`src/ifc_consts.vh`:
```
`ifndef IFC_CONSTS_VH
`define IFC_CONSTS_VH
// register addresses (byte address of the first byte of each word)
`define ADDR_STATUS 8'h08
`define ADDR_FAULT_AND_OUTPUT_CONFIG 8'h0c
`define ADDR_FILTER_TRIGGER_PHASE_CONFIG 8'h10
`define ADDR_TIMER_AND_INDEX_CONFIG 8'h14
// reset values
`define FAULT_AND_OUTPUT_CONFIG_RST 32'h00ff0900
`define FILTER_TRIGGER_PHASE_CONFIG_RST 32'h0000000a
`define TIMER_AND_INDEX_CONFIG_RST 32'h00008000
// configuration word 1 field positions
`define C1_TRI 31
`define C1_LATCH_HI 30
`define C1_LATCH_LO 24
`define C1_FREEZE 23
`define C1_DET_HI 22
`define C1_DET_LO 16
`define C1_DET_QUAD 19
`define C1_HYS_HI 13
`define C1_HYS_LO 11
`define C1_GAP_HI 10
`define C1_GAP_LO 8
`define C1_IR_HI 4
`define C1_IR_LO 0
// configuration word 2 / 3 positions
`define C2_TRGSEL 23
`define C3_VT_HI 25
`define C3_VT_LO 24
`define C3_T_HI 23
`define C3_T_LO 16
`define C3_COEF 15
`define C3_PHFIX 14
// fault group indices (latch and detect bit order, lsb first)
`define G_VEC 3'h0
`define G_ADC 3'h1
`define G_FAST 3'h2
`define G_QUAD 3'h3
`define G_GAIN 3'h4
`define G_OFF 3'h5
`define G_KOVL 3'h6
// arbitrary neutral identity values
`define ID_CODE 4'h0
`define REV_CODE 4'h0
`endif

```
`src/edge_gap_timer.v`:
```
`timescale 1ns/10ps
// minimum edge gap: ready once 2^n clocks have passed since last edge
module edge_gap_timer (
  // clock and reset
  input wire CLK,
  input wire RST_N,
  // control
  input wire [2:0] gap_n,
  input wire edge_seen,
  // status
  output wire gap_ok
);
  reg [7:0] cnt_ff;
  wire [7:0] limit;
  assign limit = 8'h01 << gap_n;
  // count clocks since the last output edge, saturate at the limit
  always @(posedge CLK) begin
    if (!RST_N) begin
      cnt_ff <= 8'hff;
    end else if (edge_seen) begin
      cnt_ff <= 8'h01;
    end else if (cnt_ff < limit) begin
      cnt_ff <= cnt_ff + 8'h01;
    end
  end
  assign gap_ok = (cnt_ff >= limit);
endmodule // edge_gap_timer

```
`src/fault_flag_cell.v`:
```
`timescale 1ns/10ps
// one fault flag: saved or live, saved flag held until the clear command
module fault_flag_cell (
  // clock and reset
  input wire CLK,
  input wire RST_N,
  // controls
  input wire det_en,
  input wire latch_en,
  input wire clear,
  input wire raw,
  // flag
  output reg flag_ff
);
  wire hit;
  assign hit = raw & det_en;
  // set wins over clear
  always @(posedge CLK) begin
    if (!RST_N) begin
      flag_ff <= 1'b0;
    end else if (!latch_en) begin
      flag_ff <= hit;
    end else if (hit) begin
      flag_ff <= 1'b1;
    end else if (clear) begin
      flag_ff <= 1'b0;
    end
  end
endmodule // fault_flag_cell

```
`src/interpolator_fault_config_regs.v`:
```
`timescale 1ns/10ps
`include "ifc_consts.vh"
// Overview of operation
// RQ1: tri-state bit set floats A, B, index outputs on any error.
// RQ2: freeze bit set holds A, B, index output states during errors.
// RQ3: seven latch bits, one per fault group, save detected flags.
// RQ4: seven detect enables, reset one, suppress a group's faults when clear.
// RQ5: quadrature detect enable also picks square-wave or counter mode.
// RQ6: hysteresis threshold field resets to one; zero disables hysteresis.
// RQ7: edge gap field N gives minimum edge spacing of 2^N clocks.
// RQ8: five-bit interpolation rate code at the bottom, reset zero.
// RQ9: trigger edge bit picks falling at zero, rising at one.
// RQ10: timer period T+1 ticks; zero clock select and T disables.
// RQ11: coefficient scale bit picks 16-bit at zero, 18-bit at one.
// RQ12: phase fix enable clear makes phase fields ignored.
// RQ13: sine and cosine converter fault flags, reset zero.
// RQ14: saved flags stay until the count clear command.
// RQ15: unsaved flags follow the live detected condition each cycle.
module interpolator_fault_config_regs (
  // clock and reset
  input wire CLK,
  input wire RST_N,
  // register port
  input wire [7:0] REG_ADDR,
  input wire REG_WR,
  input wire [31:0] REG_WDATA,
  input wire REG_RD,
  output reg [31:0] REG_RDATA,
  // clear command
  input wire CLEAR_COUNT_ERRORS_CMD,
  // raw fault inputs
  input wire RAW_CORRECTION_OVERFLOW,
  input wire RAW_SINE_OFFSET,
  input wire RAW_COSINE_OFFSET,
  input wire RAW_SINE_GAIN,
  input wire RAW_COSINE_GAIN,
  input wire RAW_QUADRATURE,
  input wire RAW_OVERSPEED,
  input wire RAW_SINE_CONVERTER,
  input wire RAW_COSINE_CONVERTER,
  input wire RAW_VECTOR,
  // quadrature outputs from the interpolator core
  input wire CORE_A,
  input wire CORE_B,
  input wire CORE_Z,
  // trigger pin
  input wire TRIGGER_IN,
  // timer clock tick of the selected source
  input wire TIMER_TICK,
  // pins A, B, Z (enable low drives)
  output reg PIN_A,
  output reg PIN_B,
  output reg PIN_Z,
  output reg PIN_OE_N,
  // configuration out to the core
  output wire SQUARE_WAVE_MODE,
  output wire HYSTERESIS_ON,
  output wire [2:0] HYSTERESIS_THRESHOLD,
  output wire [4:0] INTERP_RATE_CODE,
  output wire COEF_SCALE_18,
  output wire PHASE_FIX_ACTIVE,
  output wire [6:0] PHASE_SETTING,
  output reg TRIGGER_EVENT,
  output reg TIMER_EVENT,
  output wire ANY_FAULT
);
  reg [31:0] fault_and_output_config_ff;
  reg [31:0] filter_trigger_phase_config_ff;
  reg [31:0] timer_and_index_config_ff;
  reg trig_d_ff;
  reg [7:0] tmr_ff;
  wire [6:0] latch_en;
  wire [6:0] det_en;
  wire [9:0] raw;
  wire [9:0] flag;
  wire [9:0] det_bit;
  wire [9:0] lat_bit;
  wire sel_status;
  wire sel_fault_and_output_config;
  wire sel_filter_trigger_phase_config;
  wire sel_timer_and_index_config;
  wire pass_ok;
  reg [31:0] rd_word;
  wire clear;
  wire gap_ok;
  wire out_edge;
  wire [15:0] status_lo;
  wire timer_off;

  // address match helper
  function hit;
    input [7:0] a;
    input [7:0] b;
    begin
      hit = (a == b);
    end
  endfunction

  // register selects, shared by the write and read paths
  assign sel_status = hit(REG_ADDR, `ADDR_STATUS);
  assign sel_fault_and_output_config = hit(REG_ADDR, `ADDR_FAULT_AND_OUTPUT_CONFIG);
  assign sel_filter_trigger_phase_config = hit(REG_ADDR, `ADDR_FILTER_TRIGGER_PHASE_CONFIG);
  assign sel_timer_and_index_config = hit(REG_ADDR, `ADDR_TIMER_AND_INDEX_CONFIG);

  // configuration writes, status writes are dropped
  always @(posedge CLK) begin
    if (!RST_N) begin
      fault_and_output_config_ff <= `FAULT_AND_OUTPUT_CONFIG_RST;
      filter_trigger_phase_config_ff <= `FILTER_TRIGGER_PHASE_CONFIG_RST;
      timer_and_index_config_ff <= `TIMER_AND_INDEX_CONFIG_RST;
    end else if (REG_WR) begin
      if (sel_fault_and_output_config) begin
        fault_and_output_config_ff <= REG_WDATA;
      end
      if (sel_filter_trigger_phase_config) begin
        filter_trigger_phase_config_ff <= REG_WDATA;
      end
      if (sel_timer_and_index_config) begin
        timer_and_index_config_ff <= REG_WDATA;
      end
    end
  end

  assign latch_en = fault_and_output_config_ff[`C1_LATCH_HI:`C1_LATCH_LO]; // [RQ3]
  assign det_en = fault_and_output_config_ff[`C1_DET_HI:`C1_DET_LO]; // [RQ4]
  assign clear = CLEAR_COUNT_ERRORS_CMD; // [RQ14]

  // raw sources, index order matches the status bits below
  assign raw[9] = RAW_CORRECTION_OVERFLOW;
  assign raw[8] = RAW_SINE_OFFSET;
  assign raw[7] = RAW_COSINE_OFFSET;
  assign raw[6] = RAW_SINE_GAIN;
  assign raw[5] = RAW_COSINE_GAIN;
  assign raw[4] = RAW_QUADRATURE;
  assign raw[3] = RAW_OVERSPEED;
  assign raw[2] = RAW_SINE_CONVERTER;
  assign raw[1] = RAW_COSINE_CONVERTER;
  assign raw[0] = RAW_VECTOR;

  // group of each flag
  function [2:0] grp;
    input integer i;
    begin
      case (i)
        9: grp = `G_KOVL;
        8: grp = `G_OFF;
        7: grp = `G_OFF;
        6: grp = `G_GAIN;
        5: grp = `G_GAIN;
        4: grp = `G_QUAD;
        3: grp = `G_FAST;
        2: grp = `G_ADC;
        1: grp = `G_ADC;
        default: grp = `G_VEC;
      endcase
    end
  endfunction

  // one flag cell per fault source
  genvar gi;
  generate
    for (gi = 0; gi < 10; gi = gi + 1) begin : g_flag
      // group enables of this flag only
      assign det_bit[gi] = det_en[grp(gi)];
      assign lat_bit[gi] = latch_en[grp(gi)];
      fault_flag_cell u_cell (
        .CLK(CLK),
        .RST_N(RST_N),
        .det_en(det_bit[gi]), // [RQ4]
        .latch_en(lat_bit[gi]), // [RQ3] [RQ15]
        .clear(clear), // [RQ14]
        .raw(raw[gi]),
        .flag_ff(flag[gi])
      );
    end
  endgenerate

  // low status half: bit 15 and 8..0, bits 14..9 read as zero
  assign status_lo[15] = flag[9]; // correction overflow
  assign status_lo[14:9] = 6'h00;
  assign status_lo[8] = flag[8]; // sine offset
  assign status_lo[7] = flag[7]; // cosine offset
  assign status_lo[6] = flag[6]; // sine gain
  assign status_lo[5] = flag[5]; // cosine gain
  assign status_lo[4] = flag[4]; // quadrature output
  assign status_lo[3] = flag[3]; // overspeed
  assign status_lo[2] = flag[2]; // sine converter [RQ13]
  assign status_lo[1] = flag[1]; // cosine converter [RQ13]
  assign status_lo[0] = flag[0]; // vector too small
  assign ANY_FAULT = |flag;

  // read mux, unmapped addresses give zero
  always @* begin
    rd_word = 32'h00000000;
    if (sel_status) begin
      rd_word = {`ID_CODE, `REV_CODE, 8'h00, status_lo};
    end
    if (sel_fault_and_output_config) begin
      rd_word = fault_and_output_config_ff;
    end
    if (sel_filter_trigger_phase_config) begin
      rd_word = filter_trigger_phase_config_ff;
    end
    if (sel_timer_and_index_config) begin
      rd_word = timer_and_index_config_ff;
    end
  end

  // read data held until the next read strobe
  always @(posedge CLK) begin
    if (!RST_N) begin
      REG_RDATA <= 32'h00000000;
    end else if (REG_RD) begin
      REG_RDATA <= rd_word;
    end
  end

  // configuration decode
  // mode and hysteresis
  assign SQUARE_WAVE_MODE = fault_and_output_config_ff[`C1_DET_QUAD]; // [RQ5]
  assign HYSTERESIS_THRESHOLD = fault_and_output_config_ff[`C1_HYS_HI:`C1_HYS_LO];
  assign HYSTERESIS_ON = |HYSTERESIS_THRESHOLD; // [RQ6]
  assign INTERP_RATE_CODE = fault_and_output_config_ff[`C1_IR_HI:`C1_IR_LO]; // [RQ8]
  // coefficient scale and phase correction
  assign COEF_SCALE_18 = timer_and_index_config_ff[`C3_COEF]; // [RQ11]
  assign PHASE_FIX_ACTIVE = timer_and_index_config_ff[`C3_PHFIX];
  // phase setting forced to zero while correction is off
  assign PHASE_SETTING = PHASE_FIX_ACTIVE ? filter_trigger_phase_config_ff[22:16] : 7'h00; // [RQ12]

  // pins pass core levels unless a fault floats or freezes them
  assign pass_ok = ~(ANY_FAULT & (fault_and_output_config_ff[`C1_TRI] | fault_and_output_config_ff[`C1_FREEZE]));

  // minimum edge separation on the quadrature outputs
  // restart only on an edge that really reaches the pins
  assign out_edge = (PIN_A != CORE_A) | (PIN_B != CORE_B);
  edge_gap_timer u_gap (
    .CLK(CLK),
    .RST_N(RST_N),
    .gap_n(fault_and_output_config_ff[`C1_GAP_HI:`C1_GAP_LO]), // [RQ7]
    .edge_seen(out_edge & gap_ok & pass_ok), // [RQ1] [RQ2]
    .gap_ok(gap_ok)
  );

  // output pins: float, freeze or pass on fault
  // float wins over freeze when both bits are set
  always @(posedge CLK) begin
    if (!RST_N) begin
      PIN_A <= 1'b0;
      PIN_B <= 1'b0;
      PIN_Z <= 1'b0;
      PIN_OE_N <= 1'b0;
    end else if (ANY_FAULT && fault_and_output_config_ff[`C1_TRI]) begin
      PIN_OE_N <= 1'b1; // [RQ1]
    end else if (ANY_FAULT && fault_and_output_config_ff[`C1_FREEZE]) begin
      PIN_OE_N <= 1'b0; // [RQ2] states held
    end else begin
      PIN_OE_N <= 1'b0;
      PIN_Z <= CORE_Z;
      if (gap_ok) begin
        PIN_A <= CORE_A; // [RQ7]
        PIN_B <= CORE_B;
      end
    end
  end

  // trigger edge detect with polarity select
  // last level kept every cycle, so a polarity change fakes no edge
  always @(posedge CLK) begin
    if (!RST_N) begin
      trig_d_ff <= 1'b0;
      TRIGGER_EVENT <= 1'b0;
    end else begin
      trig_d_ff <= TRIGGER_IN;
      if (filter_trigger_phase_config_ff[`C2_TRGSEL]) begin
        TRIGGER_EVENT <= TRIGGER_IN & ~trig_d_ff; // [RQ9]
      end else begin
        TRIGGER_EVENT <= ~TRIGGER_IN & trig_d_ff; // [RQ9]
      end
    end
  end

  // timer: event every T+1 ticks, off when select and T are zero
  // a smaller new T is caught by the compare, no wrap through 255
  assign timer_off = (timer_and_index_config_ff[`C3_VT_HI:`C3_VT_LO] == 2'b00) &&
                     (timer_and_index_config_ff[`C3_T_HI:`C3_T_LO] == 8'h00); // [RQ10]
  always @(posedge CLK) begin
    if (!RST_N) begin
      tmr_ff <= 8'h00;
      TIMER_EVENT <= 1'b0;
    end else if (timer_off) begin
      tmr_ff <= 8'h00;
      TIMER_EVENT <= 1'b0;
    end else if (TIMER_TICK) begin
      if (tmr_ff >= timer_and_index_config_ff[`C3_T_HI:`C3_T_LO]) begin
        tmr_ff <= 8'h00;
        TIMER_EVENT <= 1'b1; // [RQ10]
      end else begin
        tmr_ff <= tmr_ff + 8'h01;
        TIMER_EVENT <= 1'b0;
      end
    end else begin
      TIMER_EVENT <= 1'b0;
    end
  end
endmodule // interpolator_fault_config_regs

```
`config.mk`:
```
export PLATFORM = sky130hd
export DESIGN_NAME = interpolator_fault_config_regs
export DESIGN_NICKNAME = d
export VERILOG_FILES = /design/src/edge_gap_timer.v /design/src/fault_flag_cell.v /design/src/interpolator_fault_config_regs.v
export VERILOG_INCLUDE_DIRS = /design/src
export SDC_FILE = /design/constraint.sdc
export NUM_CORES = 1
export LEC_CHECK = 0
export ABC_AREA = 1
export BUFFER_PORTS_ARGS = -buffer_cell sky130_fd_sc_hd__buf_2
export CELL_PAD_IN_SITES_DETAIL_PLACEMENT = 1
export CELL_PAD_IN_SITES_GLOBAL_PLACEMENT = 2
export CORE_MARGIN = 2
export CORE_UTILIZATION = 34
export CTS_CLUSTER_SIZE = 30
export DETAILED_ROUTE_END_ITERATION = 6
export GPL_ROUTABILITY_DRIVEN = 0
export PLACE_DENSITY = 0.87
export SLEW_MARGIN = 20
export SYNTH_ARGS = -nofsm -noshare
export SYNTH_HDL_FRONTEND = slang
export SYNTH_SLANG_ARGS = --single-unit
```
`constraint.sdc`:
```
create_clock -name CLK -period 5.6 [get_ports CLK]
set_clock_uncertainty 0.2 [all_clocks]
set_input_delay 0.84 -clock CLK [delete_from_list [all_inputs] [get_ports CLK]]
set_output_delay 0.84 -clock CLK [all_outputs]
set_load 0.05 [all_outputs]
```
==> results.md <==
- Initial core utilization: 34.5%
- Clk_lat worst skew: 0.43 ns
- Port bufs: 117
- Startpoint Class: input pin
- First-pass GRT wire length: 36400 um
- Min cycle time layout: 3.50 ns
- Setup bufs post-CTS: 0
- Number of max-cap violations: 0
- Share of cells above drive strength 1: 15.2%
- Maximum net fanout on the critical path: 34
- Critical R2R Capture: u_gap.cnt_ff[5]
- Net count, final: 1155
- EDFF count, synth: 0
- Post-Synth Simple-Gate Area: 23.4%
- Vias in the first global route: 6717
- Ys flop type: dfxtp_1
- Synthesis-stage register bit count: 161
- Synth cell count leaders: 161 x dfxtp_1, 142 x nand2_1, 137 x o21ai_0, 126 x nor2_1, 103 x inv_1
- Fillers: 2711
- R2r setup slk: 3.20 ns
- FMAX: 286 MHz
- Setup violators final: 0
- Maximum vdd drop: 229 uV
- P per Cell Area: 306 nW/um^2
- Post-synthesis cell area: 7200 um^2
- Final WS setup: 2.10 ns
- Register area: 3220 um^2
- Ys async rst share: 0%
- Routed wire length: 23300 um
- Worst path arrival time: 3.59 ns
- CTS buffer count: 17
- Multi-input combinational cell area: 3290 um^2
- Syn_nets: 1074
- Worst Hold Depth: 2
- Fin util: 40.7%
- Largest family of logic cells by synthesized area: simple AND/OR/NAND/NOR gates
- Starting DRT DRC Count: 300
- Mean routed wirelength per cell: 17.1 um
- Core ar.: 20900 um^2
- Dpl hpwl: 16400 um
- HP Class: register to register
- H-tree depth: 4
- Post-synth top area share: 44.8%
- Required @ worst endpoint: 5.69 ns
- Post_cts resized: 0
- ANT nets after route: 0
- CTS root buf: clkbuf_16
- Reg2reg path depth: 13
- CTS tree: built
- Post-synth cell types: 32
- Grt total ovfl: 0
- FF-to-FF Start: fault_and_output_config_ff[9]
- Clock sink count: 161
- Area leader, netlist: dfxtp_1
- Setup TNS: 0 ns
- Worst Setup Slack post-DPL: 1.66 ns
- Clock tree buffer depth: 2
- HP Start: timer_and_index_config_ff[7]
- # hold bufs at CTS: 0
- Count leader, synth: dfxtp_1
- Leakage: 3.77 nW
- Top cells by area, synth: dfxtp_1 45%, o21ai_0 9.5%, nand2_1 7.4%, nand3_1 6.7%, nor2_1 6.6%
- Register clock-pin slew on the reported worst setup and hold paths: 0.06 ns
- Die area: 22400 um^2
- Least-Margin Pin Slew: 0.920 ns
- Initial antenna violation count: 0
- All-Layer GR Usage: 21.1%
- IO Pins: 118
- Vias per Instance: 5.01
- Adder-Cell Fraction of Synth Area: 3.13%
- Vias: 6837
- Hold Path End: timer_and_index_config_ff[7]
- Synth Area in Compound Gates: 17.8%
- Slew Viols, Final: 0
- Dpl cells: 1333
- Die Y: 150 um
- Initial DRT Pass Iterations: 4
- Hold WS: 0.244 ns
- Mux cell area share after synthesis: 0.139%
- Seq/Total Area, Yosys: 44.8%
- Slew HR: 38.7%
- Fin cells: 1366
- Synth Warn #: 0
- Syn Area/Cell: 7.23 um^2
- Synthesized instance count: 996
- Count of final hold-check violations: 0
- Maximum number of pins on one net before global-route repair: 96
- RSZ-0062 raised after global routing: no
- Tcrit/Tclk final: 62.5%
- Drt drc: 0
- Worst Setup End Kind: register
- Status: completed
- Die width: 150 um
- Critical Setup Path Class: input pin to register
- Area delta synth->final: 18.0%
- Site Rows: 53
- Post-Synth XOR/XNOR Area: 1.22%
[critical path, cell delays in order]
cell and delay [ns]:
buf_2 0.26, inv_1 0.17, nor3_4 0.61, nand2_2 0.26
nor2_4 0.60, inv_2 0.47, o21ai_0 0.28, a21oi_1 0.06
[worst max path at each step]
stage	from	end
finish	REG_ADDR[2]	fault_and_output_config_ff[10]
global route	REG_ADDR[2]	fault_and_output_config_ff[10]
CTS	REG_ADDR[2]	fault_and_output_config_ff[13]
detailed placement	REG_ADDR[2]	fault_and_output_config_ff[13]
global placement	REG_ADDR[2]	fault_and_output_config_ff[12]
floorplan	REG_ADDR[0]	filter_trigger_phase_config_ff[16]
[metal layers]
metal | GRT usage (%) | vias up | wire (um)
li1 | - | 3431 | -
met1 | 28.5 | 3239 | 10800
met2 | 33.9 | 137 | 11000
met3 | 3.69 | 30 | 1060
met4 | 7.33 | 0 | 478
met5 | 0 | - | 0
[per-stage QoR]
step / instance area, um^2 / power [mW]
final: 8500 / 2.60
after global routing: 8500 / 2.70
after CTS: 8500 / 2.62
after detailed placement: 7900 / 1.45
after global placement: 7900 / 1.44
after floorplan: 7200 / 1.36
[final cells by class]
class                      instances  area share, %
antenna                            1         0.0294
clock buffer                      24           5.79
sequential                       161           37.9
clock inverter                     8           1.21
timing repair buffer             123           7.45
inverter                         109           4.81
multi-input combinational        665           38.7
tap                              275           4.05
[registers in the layout, summed over array words and instances (netlist names)]
| name | flops |
|---|---|
| PIN_B | 1 |
| trig_d_ff | 1 |
| tmr_ff | 8 |
| PIN_OE_N | 1 |
| fault_and_output_config_ff | 32 |
| PIN_Z | 1 |
| u_gap.cnt_ff | 8 |
| TRIGGER_EVENT | 1 |
| g_flag.u_cell.flag_ff | 10 |
| filter_trigger_phase_config_ff | 32 |
| TIMER_EVENT | 1 |
| REG_RDATA | 32 |
| PIN_A | 1 |
| timer_and_index_config_ff | 32 |
[report_power, final]
group          switching, mW  internal, mW
Clock                  0.475         0.704
Combinational          0.159        0.0698
Sequential            0.0205          1.17
[cells by family after synthesis]
group / count (synthesis)
buffers and inverters: 170
xor gates and xnor gates: 10
and+or+nand+nor: 389
adders and majority gates: 18
AOI/OAI and AO/OA: 247
muxes: 1
DFF: 161
[placed cells by master (no fill, tap or decap), types with 17 or more instances in the layout]
cell type / instances
o21ai_0: 137
nand3_1: 95
clkbuf_16: 17
buf_2: 116
inv_1: 103
a21oi_1: 81
ha_1: 18
nor2_1: 126
dfxtp_1: 161
nand2_1: 142
(Power assumes the default switching activity.)
